[src/hw/remote_run_sync_pkg.sv]
// remote_run_sync_pkg: timing counts, states and grouped signals for the remote run sync block
// assumes a 250 MHz mclk; all counts derive from the times below
package remote_run_sync_pkg;

  localparam int unsigned CLK_MHZ         = 250;
  localparam int unsigned MAX_NODES       = 10;            // instruments that may share the bus
  localparam int unsigned START_MIN_US    = 500;           // least recognised start width
  localparam int unsigned CONTACT_MS      = 120;           // start contact closure time
  localparam int unsigned START_MIN_CYC   = START_MIN_US * CLK_MHZ;            // 125000, least: exact
  localparam int unsigned CONTACT_CYC     = CONTACT_MS * 1000 * CLK_MHZ;      // 30000000
  localparam int unsigned CNT_W           = 25;

  typedef enum logic [2:0] {
    ST_IDLE    = 3'b000,
    ST_PREP    = 3'b001,
    ST_READY   = 3'b010,
    ST_RUN     = 3'b011,
    ST_STOPPING= 3'b100
  } run_state_t;

  // bus lines as seen by the instrument, all levels high = released
  typedef struct packed {
    logic prep_n;
    logic start_n;
    logic stop_n;
    logic ready;
  } bus_lines_t;

endpackage

[src/hw/remote_run_sync.sv]
// remote_run_sync: prepare/start/stop/ready handling on a shared open-drain remote bus
// assumes pins are open drain with external pull-ups; outputs only ever pull low
`timescale 1ns/1ns
module remote_run_sync #(
  parameter int unsigned START_MIN = remote_run_sync_pkg::START_MIN_CYC,
  parameter int unsigned CONTACT   = remote_run_sync_pkg::CONTACT_CYC
) (
  input  wire logic                             mclk,
  input  wire logic                             rst,
  input  wire remote_run_sync_pkg::bus_lines_t  bus_i,
  output      remote_run_sync_pkg::bus_lines_t  bus_o,
  output      remote_run_sync_pkg::bus_lines_t  bus_oe,
  input  wire logic                             local_prep,
  input  wire logic                             local_start,
  input  wire logic                             local_stop,
  input  wire logic                             prep_done,
  input  wire logic                             run_done,
  input  wire logic                             not_ready_cond,
  output      logic                             contact_closed,
  output      logic                             prep_active,
  output      logic                             run_active,
  output      logic                             timetable_go,
  output      logic                             abort_pulse,
  output      logic                             inst_ready
);

  //////////////////////////////////////////////////////////////////////////////
  // input synchronisers: first flop feeds only the second
  // every bus line is driven by other instruments on their own clocks, so all
  // four pass two flops before any edge detect, width count or state change
  // reset value is all ones, the released level, so no false edge follows reset
  // the ready bit is synced as well although only a sequence controller reads it
  remote_run_sync_pkg::bus_lines_t sync1_q;
  remote_run_sync_pkg::bus_lines_t sync2_q;

  always_ff @(posedge mclk or posedge rst) begin
    if (rst) begin
      sync1_q <= 4'hF;
      sync2_q <= 4'hF;
    end else begin
      sync1_q <= bus_i;
      sync2_q <= sync1_q;
    end
  end

  //////////////////////////////////////////////////////////////////////////////
  // start qualification: a glitch shorter than the least width never starts a run
  // the counter runs only while the synced line is low and clears on release,
  // so a train of short glitches never adds up to a start
  // start_full marks the last needed low sample; start_seen_q then blocks a
  // second event until the line has been released again
  // limitation: one released sample in the middle restarts the whole count
  logic [remote_run_sync_pkg::CNT_W-1:0] slow_q;
  logic                                  start_seen_q;
  wire                                   start_low  = ~sync2_q.start_n;
  wire                                   start_full = (slow_q == START_MIN[remote_run_sync_pkg::CNT_W-1:0] - 25'h0000001);
  wire                                   start_evt  = start_low && start_full && !start_seen_q;

  always_ff @(posedge mclk or posedge rst) begin
    if (rst) begin
      slow_q       <= 25'h0000000;
      start_seen_q <= 1'b0;
    end else if (!start_low) begin
      slow_q       <= 25'h0000000;
      start_seen_q <= 1'b0;
    end else if (!start_full) begin
      slow_q <= slow_q + 25'h0000001;
    end else begin
      start_seen_q <= 1'b1; // one event per low pulse
    end
  end

  // prepare and stop act on the synchronised level, falling edge only
  // no width qualification here: one synced low sample is enough, which trades
  // glitch immunity for the quickest possible stop
  // the delay flops reset high, the idle level of the lines
  logic prep_d1_q;
  logic stop_d1_q;
  wire  prep_evt = ~sync2_q.prep_n & prep_d1_q;
  wire  stop_evt = ~sync2_q.stop_n & stop_d1_q;

  always_ff @(posedge mclk or posedge rst) begin
    if (rst) begin
      prep_d1_q <= 1'b1;
      stop_d1_q <= 1'b1;
    end else begin
      prep_d1_q <= sync2_q.prep_n;
      stop_d1_q <= sync2_q.stop_n;
    end
  end

  //////////////////////////////////////////////////////////////////////////////
  // own requests: hold the line low for the least width, then release
  // each line has its own down counter loaded with the least start width, so a
  // peer that qualifies with the same width still sees a full request
  // a request that comes while its line is still driven is dropped, not queued
  // own drives come back on bus_i through the wired-or and so act here as well
  logic [remote_run_sync_pkg::CNT_W-1:0] drv_cnt_q [3];
  wire  [2:0]                            req = {local_stop, local_start, local_prep};
  logic [2:0]                            drv_on;

  genvar g;
  generate
    for (g = 0; g < 3; g++) begin : g_drv
      assign drv_on[g] = (drv_cnt_q[g] != 25'h0000000);
      always_ff @(posedge mclk or posedge rst) begin
        if (rst) begin
          drv_cnt_q[g] <= 25'h0000000;
        end else if (req[g] && !drv_on[g]) begin
          drv_cnt_q[g] <= START_MIN[remote_run_sync_pkg::CNT_W-1:0];
        end else if (drv_on[g]) begin
          drv_cnt_q[g] <= drv_cnt_q[g] - 25'h0000001;
        end
      end
    end
  endgenerate

  //////////////////////////////////////////////////////////////////////////////
  // run state machine; stop outranks start, start outranks prepare
  // idle means not ready; ready and prep accept a start; a run ends on stop or
  // when the local oven program raises run_done
  // stopping lasts one cycle and raises abort_pulse to halt any injection
  // a start seen in idle or run is ignored, as is a prepare outside ready
  remote_run_sync_pkg::run_state_t st_q;
  remote_run_sync_pkg::run_state_t st_d;
  logic                            go_d;

  always_comb begin
    st_d = st_q;
    go_d = 1'b0;
    case (st_q)
      remote_run_sync_pkg::ST_IDLE: begin
        if (!not_ready_cond) st_d = remote_run_sync_pkg::ST_READY;
      end
      remote_run_sync_pkg::ST_READY: begin
        if (stop_evt) st_d = remote_run_sync_pkg::ST_READY;
        else if (start_evt) begin
          st_d = remote_run_sync_pkg::ST_RUN;
          go_d = 1'b1;
        end else if (prep_evt) st_d = remote_run_sync_pkg::ST_PREP;
        else if (not_ready_cond) st_d = remote_run_sync_pkg::ST_IDLE;
      end
      remote_run_sync_pkg::ST_PREP: begin
        if (stop_evt) st_d = remote_run_sync_pkg::ST_STOPPING;
        else if (start_evt) begin
          st_d = remote_run_sync_pkg::ST_RUN;
          go_d = 1'b1;
        end
      end
      remote_run_sync_pkg::ST_RUN: begin
        if (stop_evt) st_d = remote_run_sync_pkg::ST_STOPPING;
        else if (run_done) st_d = remote_run_sync_pkg::ST_IDLE;
      end
      remote_run_sync_pkg::ST_STOPPING: st_d = remote_run_sync_pkg::ST_IDLE;
      default: st_d = remote_run_sync_pkg::ST_IDLE;
    endcase
  end

  always_ff @(posedge mclk or posedge rst) begin
    if (rst) begin
      st_q         <= remote_run_sync_pkg::ST_IDLE;
      timetable_go <= 1'b0;
      abort_pulse  <= 1'b0;
    end else begin
      st_q         <= st_d;
      timetable_go <= go_d;
      abort_pulse  <= (st_d == remote_run_sync_pkg::ST_STOPPING);
    end
  end

  //////////////////////////////////////////////////////////////////////////////
  // start contact: retriggers on each start, opens after the closure time
  // the closure time is counted in mclk cycles; a new start reloads the count
  // so back-to-back runs keep the contact closed instead of chattering
  logic [remote_run_sync_pkg::CNT_W-1:0] cont_q;

  always_ff @(posedge mclk or posedge rst) begin
    if (rst) begin
      cont_q <= 25'h0000000;
    end else if (go_d) begin
      cont_q <= CONTACT[remote_run_sync_pkg::CNT_W-1:0];
    end else if (cont_q != 25'h0000000) begin
      cont_q <= cont_q - 25'h0000001;
    end
  end

  //////////////////////////////////////////////////////////////////////////////
  // status outputs and open-drain drive; data pins only ever carry zero
  // status is registered from the next state or the contact count, so it moves with st_q and never
  // glitches; ready is released in ready and prep only, and in idle, run and
  // stopping the line is pulled low so a sequence controller waits
  always_ff @(posedge mclk or posedge rst) begin
    if (rst) begin
      contact_closed <= 1'b0;
      prep_active    <= 1'b0;
      run_active     <= 1'b0;
      inst_ready     <= 1'b0;
    end else begin
      contact_closed <= (cont_q != 25'h0000000) || go_d;
      prep_active    <= (st_d == remote_run_sync_pkg::ST_PREP) && !prep_done;
      run_active     <= (st_d == remote_run_sync_pkg::ST_RUN);
      inst_ready     <= (st_d == remote_run_sync_pkg::ST_READY) || (st_d == remote_run_sync_pkg::ST_PREP);
    end
  end

  // open drain: data is always zero and the enable decides the line; the
  // concatenation follows the struct order prepare, start, stop, ready
  // the bus is wired-or, so every instrument up to the shared limit may sink a
  // line at once without contention
  assign bus_o  = 4'h0;
  assign bus_oe = {drv_on[0], drv_on[1], drv_on[2], ~inst_ready};

endmodule

[config.mk]
export PLATFORM = sky130hd
export DESIGN_NAME = remote_run_sync
export DESIGN_NICKNAME = d
export VERILOG_FILES = /design/src/hw/remote_run_sync_pkg.sv /design/src/hw/remote_run_sync.sv
export SDC_FILE = /design/constraint.sdc
export NUM_CORES = 1
export LEC_CHECK = 0
export BUFFER_PORTS_ARGS = -buffer_cell sky130_fd_sc_hd__buf_2
export CAP_MARGIN = 15
export CORE_MARGIN = 1.5
export CORE_UTILIZATION = 43
export DETAILED_ROUTE_END_ITERATION = 7
export PLACE_DENSITY_LB_ADDON = 0.15
export SETUP_SLACK_MARGIN = 0.1
export SYNTH_ARGS = -nofsm -noshare
export SYNTH_HDL_FRONTEND = slang
export SYNTH_SLANG_ARGS = --single-unit
export TNS_END_PERCENT = 50
[constraint.sdc]
create_clock -name mclk -period 4.4 [get_ports mclk]
set_input_delay 0.44 -clock mclk [delete_from_list [all_inputs] [get_ports mclk]]
set_output_delay 0.44 -clock mclk [all_outputs]
set_load 0.1 [all_outputs]
==> impl_metrics.json, run 1 <==
{
  "max_freq_ghz": 0.284,
  "hold_class": "input pin to flop",
  "min_period_ns": 3.52,
  "synth_top_family_by_area": "simple AND/OR/NAND/NOR gates",
  "ir_worst_vdd_mv": 0.264,
  "antennaDiodeCount": 0,
  "drt_iter0_drc": 326,
  "die_x_um": 131,
  "leakagePower_nw": 3.58,
  "internal-power_mw": 2.48,
  "critPathKind": "flop to output port",
  "clk_pin_slew_ns": 0.06,
  "io_pins": 26,
  "fin_crit_sh": 0.801,
  "rr_worst_depth": 7,
  "grt_max_degree": 111,
  "worstPathArrival_ns": 3.08,
  "pwr-share-comb": 0.082,
  "r2r_slack_ns": 1.54,
  "hpwlAfterDp_um": 8910,
  "synth_edf_count": 0,
  "gp_congestion": 0.788,
  "tritoncts": "yes",
  "clk_latency_ns": 0.42,
  "htree_levels": 4,
  "grt.overflow.total": 0,
  "final.setup.tns_ns": 0,
  "wl_um": 13400,
  "power_frac_seq": 0.448,
  "synth-main-ff-cell": "dfrtp_1",
  "cts.sinks": 143,
  "cts_hold_buf": 0,
  "grt_pass1_wl_um": 24100,
  "yosysUniqueCellTypes": 61,
  "yosys_warnings": 0,
  "skew_ns": 0.00696,
  "p_per_area_nw_per_um2": 416,
  "ys_async_sr_fraction": 1.00,
  "finalHoldViolCount": 0,
  "cts_root_buffer": "clkbuf_16",
  "io_buffers": 20,
  "netlist_instances": 690,
  "slew_headroom": 0.229,
  "vias": 5096,
  "drive_gt1_frac": 0.117,
  "syn_avg_cell_area_um2": 10.1,
  "numCtsBuffers": 17,
  "nets": 728,
  "slowest_delay_ns": 0.79,
  "synth_mux_area_frac": 0.0161,
  "rsz0062_at_grt": "false",
  "drv_slew": 0,
  "swShare": 0.249,
  "wire_per_inst_um": 14.3,
  "power_switching_mw": 0.820,
  "crit_path_end_kind": "output port",
  "area_growth_pct": 13.3,
  "critPathRequiredTime_ns": 3.96,
  "ys_ff_latch": 143,
  "antenna_found_initial": 0,
  "synthAdderAreaFrac": 0.00895,
  "placed_cells": 908,
  "cts_setup_buffers": 0,
  "min_path_cells": 1,
  "core_um2": 15900,
  "ant_nets": 0,
  "crit_fanout": 19,
  "grt_pass1_vias": 5279,
  "drt_first_pass_iters": 4,
  "tightest_slew_ns": 1.14,
  "drc": 0,
  "worstPathCellList": "inv_1, ha_1, or3b_4, or3_1, or4_1, buf_2",
  "die_area_um2": 17000,
  "drv_cap": 0,
  "finalSetupViolations": 0,
  "instances_no_fill": 940,
  "track_usage": 0.176,
  "via_per_inst": 5.42,
  "start_util": 0.440,
  "cts.path.max_buffers": 2,
  "crit_path_start_kind": "flop",
  "die-height_um": 131,
  "synth_xor_area_frac": 0.103,
  "synth_area_um2": 6990,
  "post_cts_resized": 0,
  "ys_seq_area_frac": 0.513,
  "synth_compound_area_frac": 0.0644,
  "clkPwrFrac": 0.470,
  "yosys.area_share.simple": 0.267,
  "cpMaxStageDelayCell": "or4_1",
  "status": "complete, no violations",
  "core.rowCount": 46
}
==> layer usage <==
metal	track usage	up-vias	share of wire	routed length, um
met1	0.219	2507	0.47	6260
met4	0.0711	0	0.018	238
met5	0	-	0	0
li1	-	2514	-	-
met2	0.302	58	0.49	6630
met3	0.0322	17	0.023	303
==> cell families (layout without fill, tap and decap cells) <==
family,count (synthesis),in the layout
flops,143,143
simple gates,337,337
xor+xnor,82,82
fa+ha+maj,5,5
compound gates,69,69
other cells,1,4
buf+inv,42,73
mux,11,11
==> layout make-up <==
class / instances / area [um^2]
repair buffers: 23 / 123
well taps: 216 / 270
multi-input cells: 508 / 3220
flip-flops and latches: 143 / 3590
inverters: 18 / 72.6
clock buffers: 22 / 484
clock inverters: 10 / 158
fillers: 1471 / 7970
==> sequential cells by signal, summed over array words and instances (netlist names), 3 cells and up <==
| signal | count |
|---|---|
| slow_q | 25 |
| sync2_q | 3 |
| cont_q | 25 |
| st_q | 3 |
| sync1_q | 3 |
| drv_cnt_q | 75 |
==> stage by stage <==
step | hold slack [ns] | util | instance area [um^2] | total power, mW | setup WS, ns
after floorplan | 0.345 | - | 7000 | 1.71 | 0.135
after global placement | 0.346 | 0.458 | 7280 | 1.77 | 1.32
after detailed placement | 0.347 | 0.458 | 7280 | 1.77 | 1.32
after CTS | 0.0973 | 0.499 | 7920 | 3.34 | 0.842
after global routing | 0.105 | 0.499 | 7920 | 3.43 | 0.729
final | 0.118 | 0.499 | 7920 | 3.30 | 0.877
==> synth_stat cells (3+ instances only) <==
cell type    n  area share
xnor2_1     33       0.041
or4_1       14       0.015
nor4_1      36       0.032
nor2_1      82       0.044
mux2i_1      9       0.013
or3b_2       3      0.0038
nor4b_1      5      0.0063
nand2b_1     6      0.0054
inv_1       18      0.0097
a21oi_1     17       0.012
nand4b_1     5      0.0063
and2_1       5      0.0045
o21ai_0     23       0.016
dfrtp_1    135        0.48
nand3b_1     3      0.0032
or3_1       21       0.019
or2_2        6      0.0054
nand2_1     40       0.021
o31ai_1      6      0.0064
and4_1       7      0.0088
and3_1       5      0.0045
nand4_1     19       0.017
a211oi_2     3      0.0054
nor3b_1      5      0.0054
nand3_1     18       0.013
buf_4        4      0.0043
ha_1         5      0.0089
xor2_1      49       0.061
clkbuf_1    14      0.0075
dfstp_2      8       0.030
nor3_1      45       0.032
==> power groups by stage <==
stage / sequential, mW / combinational [mW] / clock [mW]
6_report: 1.48 / 0.271 / 1.55
5_1_grt: 1.49 / 0.300 / 1.64
4_1_cts: 1.48 / 0.275 / 1.58
3_5_place_dp: 1.50 / 0.275 / 0
3_3_place_gp: 1.50 / 0.269 / 0
2_1_floorplan: 1.53 / 0.185 / 0
==> final timing paths <==
check,end,startpoint
worst min-delay path,sync1_q[3],bus_i[3]
worst min register to register,sync2_q[2],sync1_q[2]
worst max register to register,drv_cnt_q[3],drv_cnt_q[0]
worst max-delay path,bus_oe[1],drv_cnt_q[0]
max in group asynchronous,sync1_q[2],rst
min in group asynchronous,drv_cnt_q[28],rst
==> placed cells by master (no fill, tap or decap), types with 4 or more instances in the layout <==
master,count
conb_1,4
nor4b_1,5
and4_1,7
nand3_1,18
ha_1,5
nand2b_1,6
inv_1,17
and2_1,5
dfstp_2,8
o31ai_1,6
nand2_1,40
clkbuf_16,17
xor2_1,49
nor4_1,36
and3_1,5
xnor2_1,33
bufinv_16,4
nor3_1,45
nor2_1,82
buf_2,20
dfrtp_1,135
clkbuf_8,4
nand4_1,19
nor3b_1,5
o21ai_0,23
or4_1,14
or3_1,21
or2_2,6
nand4b_1,5
mux2i_1,9
a21oi_1,17
==> worst max-delay path, delay by kind of cell (launching register included) <==
| family | cells | cell delay, ns |
|---|---|---|
| adder cells (fa/ha/maj) | 1 | 0.17 |
| AND/OR/NAND/NOR | 3 | 1.58 |
| buffers and inverters | 2 | 0.49 |
| flip-flops | 1 | 0.41 |
No activity file was read; power rests on OpenSTA's default activity.
==> inputs of run 2 (changes only) <==
==> constraint.sdc (replaced) <==
create_clock -name mclk -period 3.1 [get_ports mclk]
set_input_delay 0.31 -clock mclk [delete_from_list [all_inputs] [get_ports mclk]]
set_output_delay 0.31 -clock mclk [all_outputs]
set_load 0.1 [all_outputs]
==> run 2 against run 1 <==
Final cell count rose by 1.5%. Total power rose by 41%. Die area did not move. Via count barely moved. Sequential cell count did not move. Cell area rose by 1.9%. Critical endpoint unchanged. Sequential share of layout area fell by 0.83 points. Critical path depth did not move. Non-clock buffer count rose by 14. Critical path type unchanged.
==> impl_metrics.json, run 2 (synthesized netlist as in run 1, its figures left out) <==
{
  "instances_no_fill": 954,
  "drt_first_pass_iters": 4,
  "fin_crit_sh": 0.944,
  "clk_latency_ns": 0.43,
  "track_usage": 0.174,
  "drv_slew": 0,
  "slowest_delay_ns": 0.53,
  "postPlaceCellArea_um2": 7380,
  "wire_per_inst_um": 14.0,
  "wl_um": 13300,
  "htree_levels": 4,
  "final.setup.tns_ns": 0,
  "cts_setup_buffers": 0,
  "worstPathArrival_ns": 2.62,
  "critPathKind": "flop to output port",
  "reg_top3": "drv_cnt_q: 75 flops, cont_q: 25 flops, slow_q: 25 flops",
  "io_buffers": 20,
  "die_x_um": 131,
  "finalSetupViolations": 0,
  "min_period_ns": 2.93,
  "crit_path_end_kind": "output port",
  "top_register": "drv_cnt_q",
  "grt_pass1_vias": 5007,
  "drt_iter0_drc": 237,
  "antennaDiodeCount": 0,
  "cp_top_family": "simple AND/OR/NAND/NOR gates",
  "crit_start": "drv_cnt_q[0]",
  "io_pins": 26,
  "core_um2": 15900,
  "p_per_area_nw_per_um2": 578,
  "leakagePower_nw": 3.64,
  "setup_ws_ns": 0.175,
  "nets": 742,
  "cpMaxStageDelayCell": "or4_4",
  "antenna_found_initial": 0,
  "mostFrequentLayoutCell": "dfrtp_1",
  "vias": 5098,
  "grt_pass1_wl_um": 23500,
  "hold_class": "input pin to flop",
  "grt.overflow.total": 0,
  "status": "complete, no violations",
  "crit_buf_inv": 2,
  "drv_cap": 0,
  "drc": 0,
  "via_per_inst": 5.34,
  "grt_max_degree": 68,
  "clk_pin_slew_ns": 0.06,
  "cts.path.max_buffers": 2,
  "crit_fanout": 6,
  "numCtsBuffers": 17,
  "hpwlAfterDp_um": 9020,
  "largest_register_ffs": 75,
  "finalHoldViolCount": 0,
  "cts_root_buffer": "clkbuf_16",
  "skew_ns": 0.00674,
  "tightest_slew_ns": 0.703,
  "ir_worst_vdd_mv": 0.442,
  "area_growth_pct": 15.4,
  "critPathRequiredTime_ns": 2.79,
  "slew_headroom": 0.527,
  "max_freq_ghz": 0.342,
  "start_util": 0.440,
  "finish.instance_area_um2": 8070,
  "hp-start": "prep_done",
  "worstPathCellList": "inv_1, ha_1, or3b_4, or3_1, or4_4, buf_6",
  "ant_nets": 0,
  "fin_worst_hold_slack_ns": 0.0417,
  "cts.sinks": 143,
  "finalPower_mw": 4.66,
  "drive_gt1_frac": 0.134,
  "rsz0062_at_grt": "true",
  "placed_cells": 918,
  "r2r_start": "drv_cnt_q[0]",
  "final_cell_mix": "dfrtp_1 (135), nor2_1 (82), xor2_1 (49), nor3_1 (45), nand2_1 (40)",
  "pre_cts_slack_ns": 0.491,
  "crit_path_start_kind": "flop",
  "gp_congestion": 0.801,
  "core.rowCount": 46,
  "postLayoutCoreUtil": 0.508,
  "tritoncts": "yes",
  "die-height_um": 131,
  "die_area_um2": 17000
}
-- run 2: changes by cell type in the layout (fill, tap and decap cells not counted), sizes merged --
| cell | before | now |
|---|---|---|
| buf | 23 | 33 |
| clkbuf | 22 | 18 |
| clkinvlp | 3 | 5 |
| dlygate4sd3 | 0 | 4 |
| clkinv | 3 | 6 |
| inv | 18 | 17 |
-- run 2: final cells by class --
type	count	area, um^2
fill	1477	7820
clock buffer	18	439
multi-input combinational	508	3240
timing repair buffer	37	269
inverter	18	71.3
sequential	143	3590
tap	216	270
clock inverter	14	191
-- run 2: what timing repair did --
item,CTS,global route
endpoints found under the hold margin,17,0
endpoints found under the setup margin,2,2
gates resized for setup,2,3
hold buffers,4,0
-- run 2: final timing paths --
kind / endpoint / slack (ns) / cells after the start
setup / recovery: bus_oe[1] / 0.17 / 6
hold / removal: prep_active / 0.04 / 2
setup reg to reg: drv_cnt_q[15] / 0.59 / 8
hold reg to reg: sync2_q[2] / 0.35 / 0
max in group asynchronous: sync1_q[2] / 1.77 / 4
min in group asynchronous: drv_cnt_q[29] / 0.53 / 3
-- run 2: routing by layer --
metal | up-vias | part of all wire | track usage
li1 | 2532 | - | -
met1 | 2494 | 0.49 | 0.227
met2 | 55 | 0.47 | 0.283
met3 | 17 | 0.025 | 0.0371
met4 | 0 | 0.019 | 0.0718
met5 | - | 0 | 0
-- run 2: report_power, final --
part	switching, mW	internal, mW
registers	0.124	1.98
logic	0.274	0.118
clock network	0.803	1.36
==> inputs of run 3 (changes only) <==
--- a/config.mk
+++ b/config.mk
@@ -11,6 +11,7 @@
 export CORE_UTILIZATION = 43
 export DETAILED_ROUTE_END_ITERATION = 7
 export PLACE_DENSITY_LB_ADDON = 0.15
+export RECOVER_POWER = 100
 export SETUP_SLACK_MARGIN = 0.1
 export SYNTH_ARGS = -nofsm -noshare
 export SYNTH_HDL_FRONTEND = slang
==> run 3 against run 2 <==
Register-to-register slack got worse by 0.20 ns. Sequential power barely moved. Clock-buffer cell count unchanged. Sequential share of layout area up 0.59 points. Core utilization is 0.67 points lower. Clock skew barely moved. Critical path depth decreased by 2. Sequential cell count stayed put. Total power shrank 0.22%. Critical path type unchanged. Largest power group unchanged.
==> impl_metrics.json, run 3 (synthesized netlist as in run 1, its figures left out) <==
{
  "pre_cts_slack_ns": 0.491,
  "grt_pass1_wl_um": 23500,
  "grt_max_degree": 68,
  "gp_congestion": 0.801,
  "top_layer": "met4",
  "slew_headroom": 0.166,
  "tritoncts": "yes",
  "drt_iter0_drc": 262,
  "final.setup.tns_ns": 0,
  "ant_nets": 0,
  "die-height_um": 131,
  "cts.path.max_buffers": 2,
  "finalSetupViolations": 0,
  "area_growth_pct": 13.9,
  "grt.overflow.total": 0,
  "leakagePower_nw": 3.54,
  "skew_ns": 0.00660,
  "dr_wl_met3_um": 328,
  "num-fill-cells": 1499,
  "clk_pin_slew_ns": 0.06,
  "finalHoldViolCount": 0,
  "drv_cap": 0,
  "critPathKind": "flop to output port",
  "rr_worst_depth": 6,
  "antennaDiodeCount": 0,
  "wl_um": 13300,
  "largest_register_ffs": 75,
  "cts_root_buffer": "clkbuf_16",
  "met2_length_um": 6310,
  "p_per_area_nw_per_um2": 584,
  "antenna_found_initial": 0,
  "die_area_um2": 17000,
  "tightest_slew_ns": 1.24,
  "crit_end": "bus_oe[3]",
  "final_cell_mix": "dfrtp_1 (135), nor2_1 (82), xor2_1 (49), nor3_1 (46), nand2_1 (40)",
  "mostFrequentLayoutCell": "dfrtp_1",
  "reg_top3": "drv_cnt_q: 75 flops, cont_q: 25 flops, slow_q: 25 flops",
  "postLayoutCoreUtil": 0.501,
  "core.rowCount": 46,
  "crit_path_end_kind": "output port",
  "setup_ws_ns": 0.160,
  "core_um2": 15900,
  "min_period_ns": 2.94,
  "track_usage": 0.174,
  "via_per_inst": 5.31,
  "hold_class": "input pin to flop",
  "crit_fanout": 6,
  "drt_first_pass_iters": 4,
  "drive_gt1_frac": 0.103,
  "top_register": "drv_cnt_q",
  "die_x_um": 131,
  "htree_levels": 4,
  "clk_latency_ns": 0.43,
  "drc": 0,
  "critPathRequiredTime_ns": 2.79,
  "hpwlAfterDp_um": 9020,
  "io_buffers": 20,
  "cts_setup_buffers": 0,
  "vias": 5067,
  "nets": 742,
  "drv_slew": 0,
  "wire_per_inst_um": 14.0,
  "fin_crit_sh": 0.948,
  "r2r_start": "drv_cnt_q[66]",
  "rsz0062_at_grt": "true",
  "grt_pass1_vias": 5007,
  "r2r_end": "drv_cnt_q[68]",
  "ir_worst_vdd_mv": 0.430,
  "numCtsBuffers": 17,
  "r2r_slack_ns": 0.39,
  "cts.sinks": 143,
  "start_util": 0.440,
  "crit_path_start_kind": "flop",
  "worstPathArrival_ns": 2.63,
  "io_pins": 26,
  "crit_start": "drv_cnt_q[66]",
  "status": "complete, no violations",
  "wl_met1_um": 6450,
  "max_freq_ghz": 0.340
}
run 3: final cells by class:
type | count | area [um^2] | share of cell area
well taps | 216 | 270 | 0.0340
inverters | 18 | 68.8 | 0.00865
repair buffers | 37 | 194 | 0.0244
flip-flops and latches | 143 | 3590 | 0.451
multi-input cells | 508 | 3210 | 0.403
clock inverters | 14 | 191 | 0.0240
clock buffers | 18 | 439 | 0.0552
run 3: per-layer routing:
| metal | track usage | up-vias |
|---|---|---|
| met5 | 0 | - |
| met4 | 0.0718 | 0 |
| met3 | 0.0371 | 17 |
| met2 | 0.283 | 52 |
| met1 | 0.227 | 2468 |
| li1 | - | 2530 |
run 3: power breakdown:
group,switching (mW),total [mW],internal [mW]
registers,0.124,2.10,1.98
logic,0.273,0.381,0.108
clock network,0.804,2.17,1.36
total,1.20,4.65,3.45
run 3: worst min-delay path by stage:
stage / from / end / slack, ns / cells past startpoint
6_report: prep_done / prep_active / 0.04 / 2
5_1_grt: prep_done / prep_active / 0.03 / 2
4_1_cts: prep_done / prep_active / 0.03 / 2
3_5_place_dp: sync1_q[2] / sync2_q[2] / 0.35 / 0
3_3_place_gp: sync1_q[2] / sync2_q[2] / 0.35 / 0
2_1_floorplan: bus_i[1] / sync1_q[1] / 0.31 / 0
run 3: stage by stage:
step	instances	hold slack (ns)	area, um^2	total power [mW]
after floorplan	693	0.314	7010	2.43
after global placement	918	0.347	7380	2.51
after detailed placement	918	0.347	7380	2.52
after CTS	954	0.0284	8050	4.71
after global routing	954	0.0347	7960	4.83
final	954	0.0425	7960	4.65
run 3: worst max-delay path, stage by stage, from the launching register on:
cell	delay [ns]
dfrtp_1	0.42
or4_1	0.58
or4_4	0.48
or3_1	0.35
clkbuf_2	0.38
run 3: timing repair:
action / in CTS / in global routing
pin swaps: 0 / 0
hold buffers: 4 / 0
setup endpoints to repair: 2 / 2
hold endpoints to repair: 17 / 0
gates resized for setup: 2 / 3
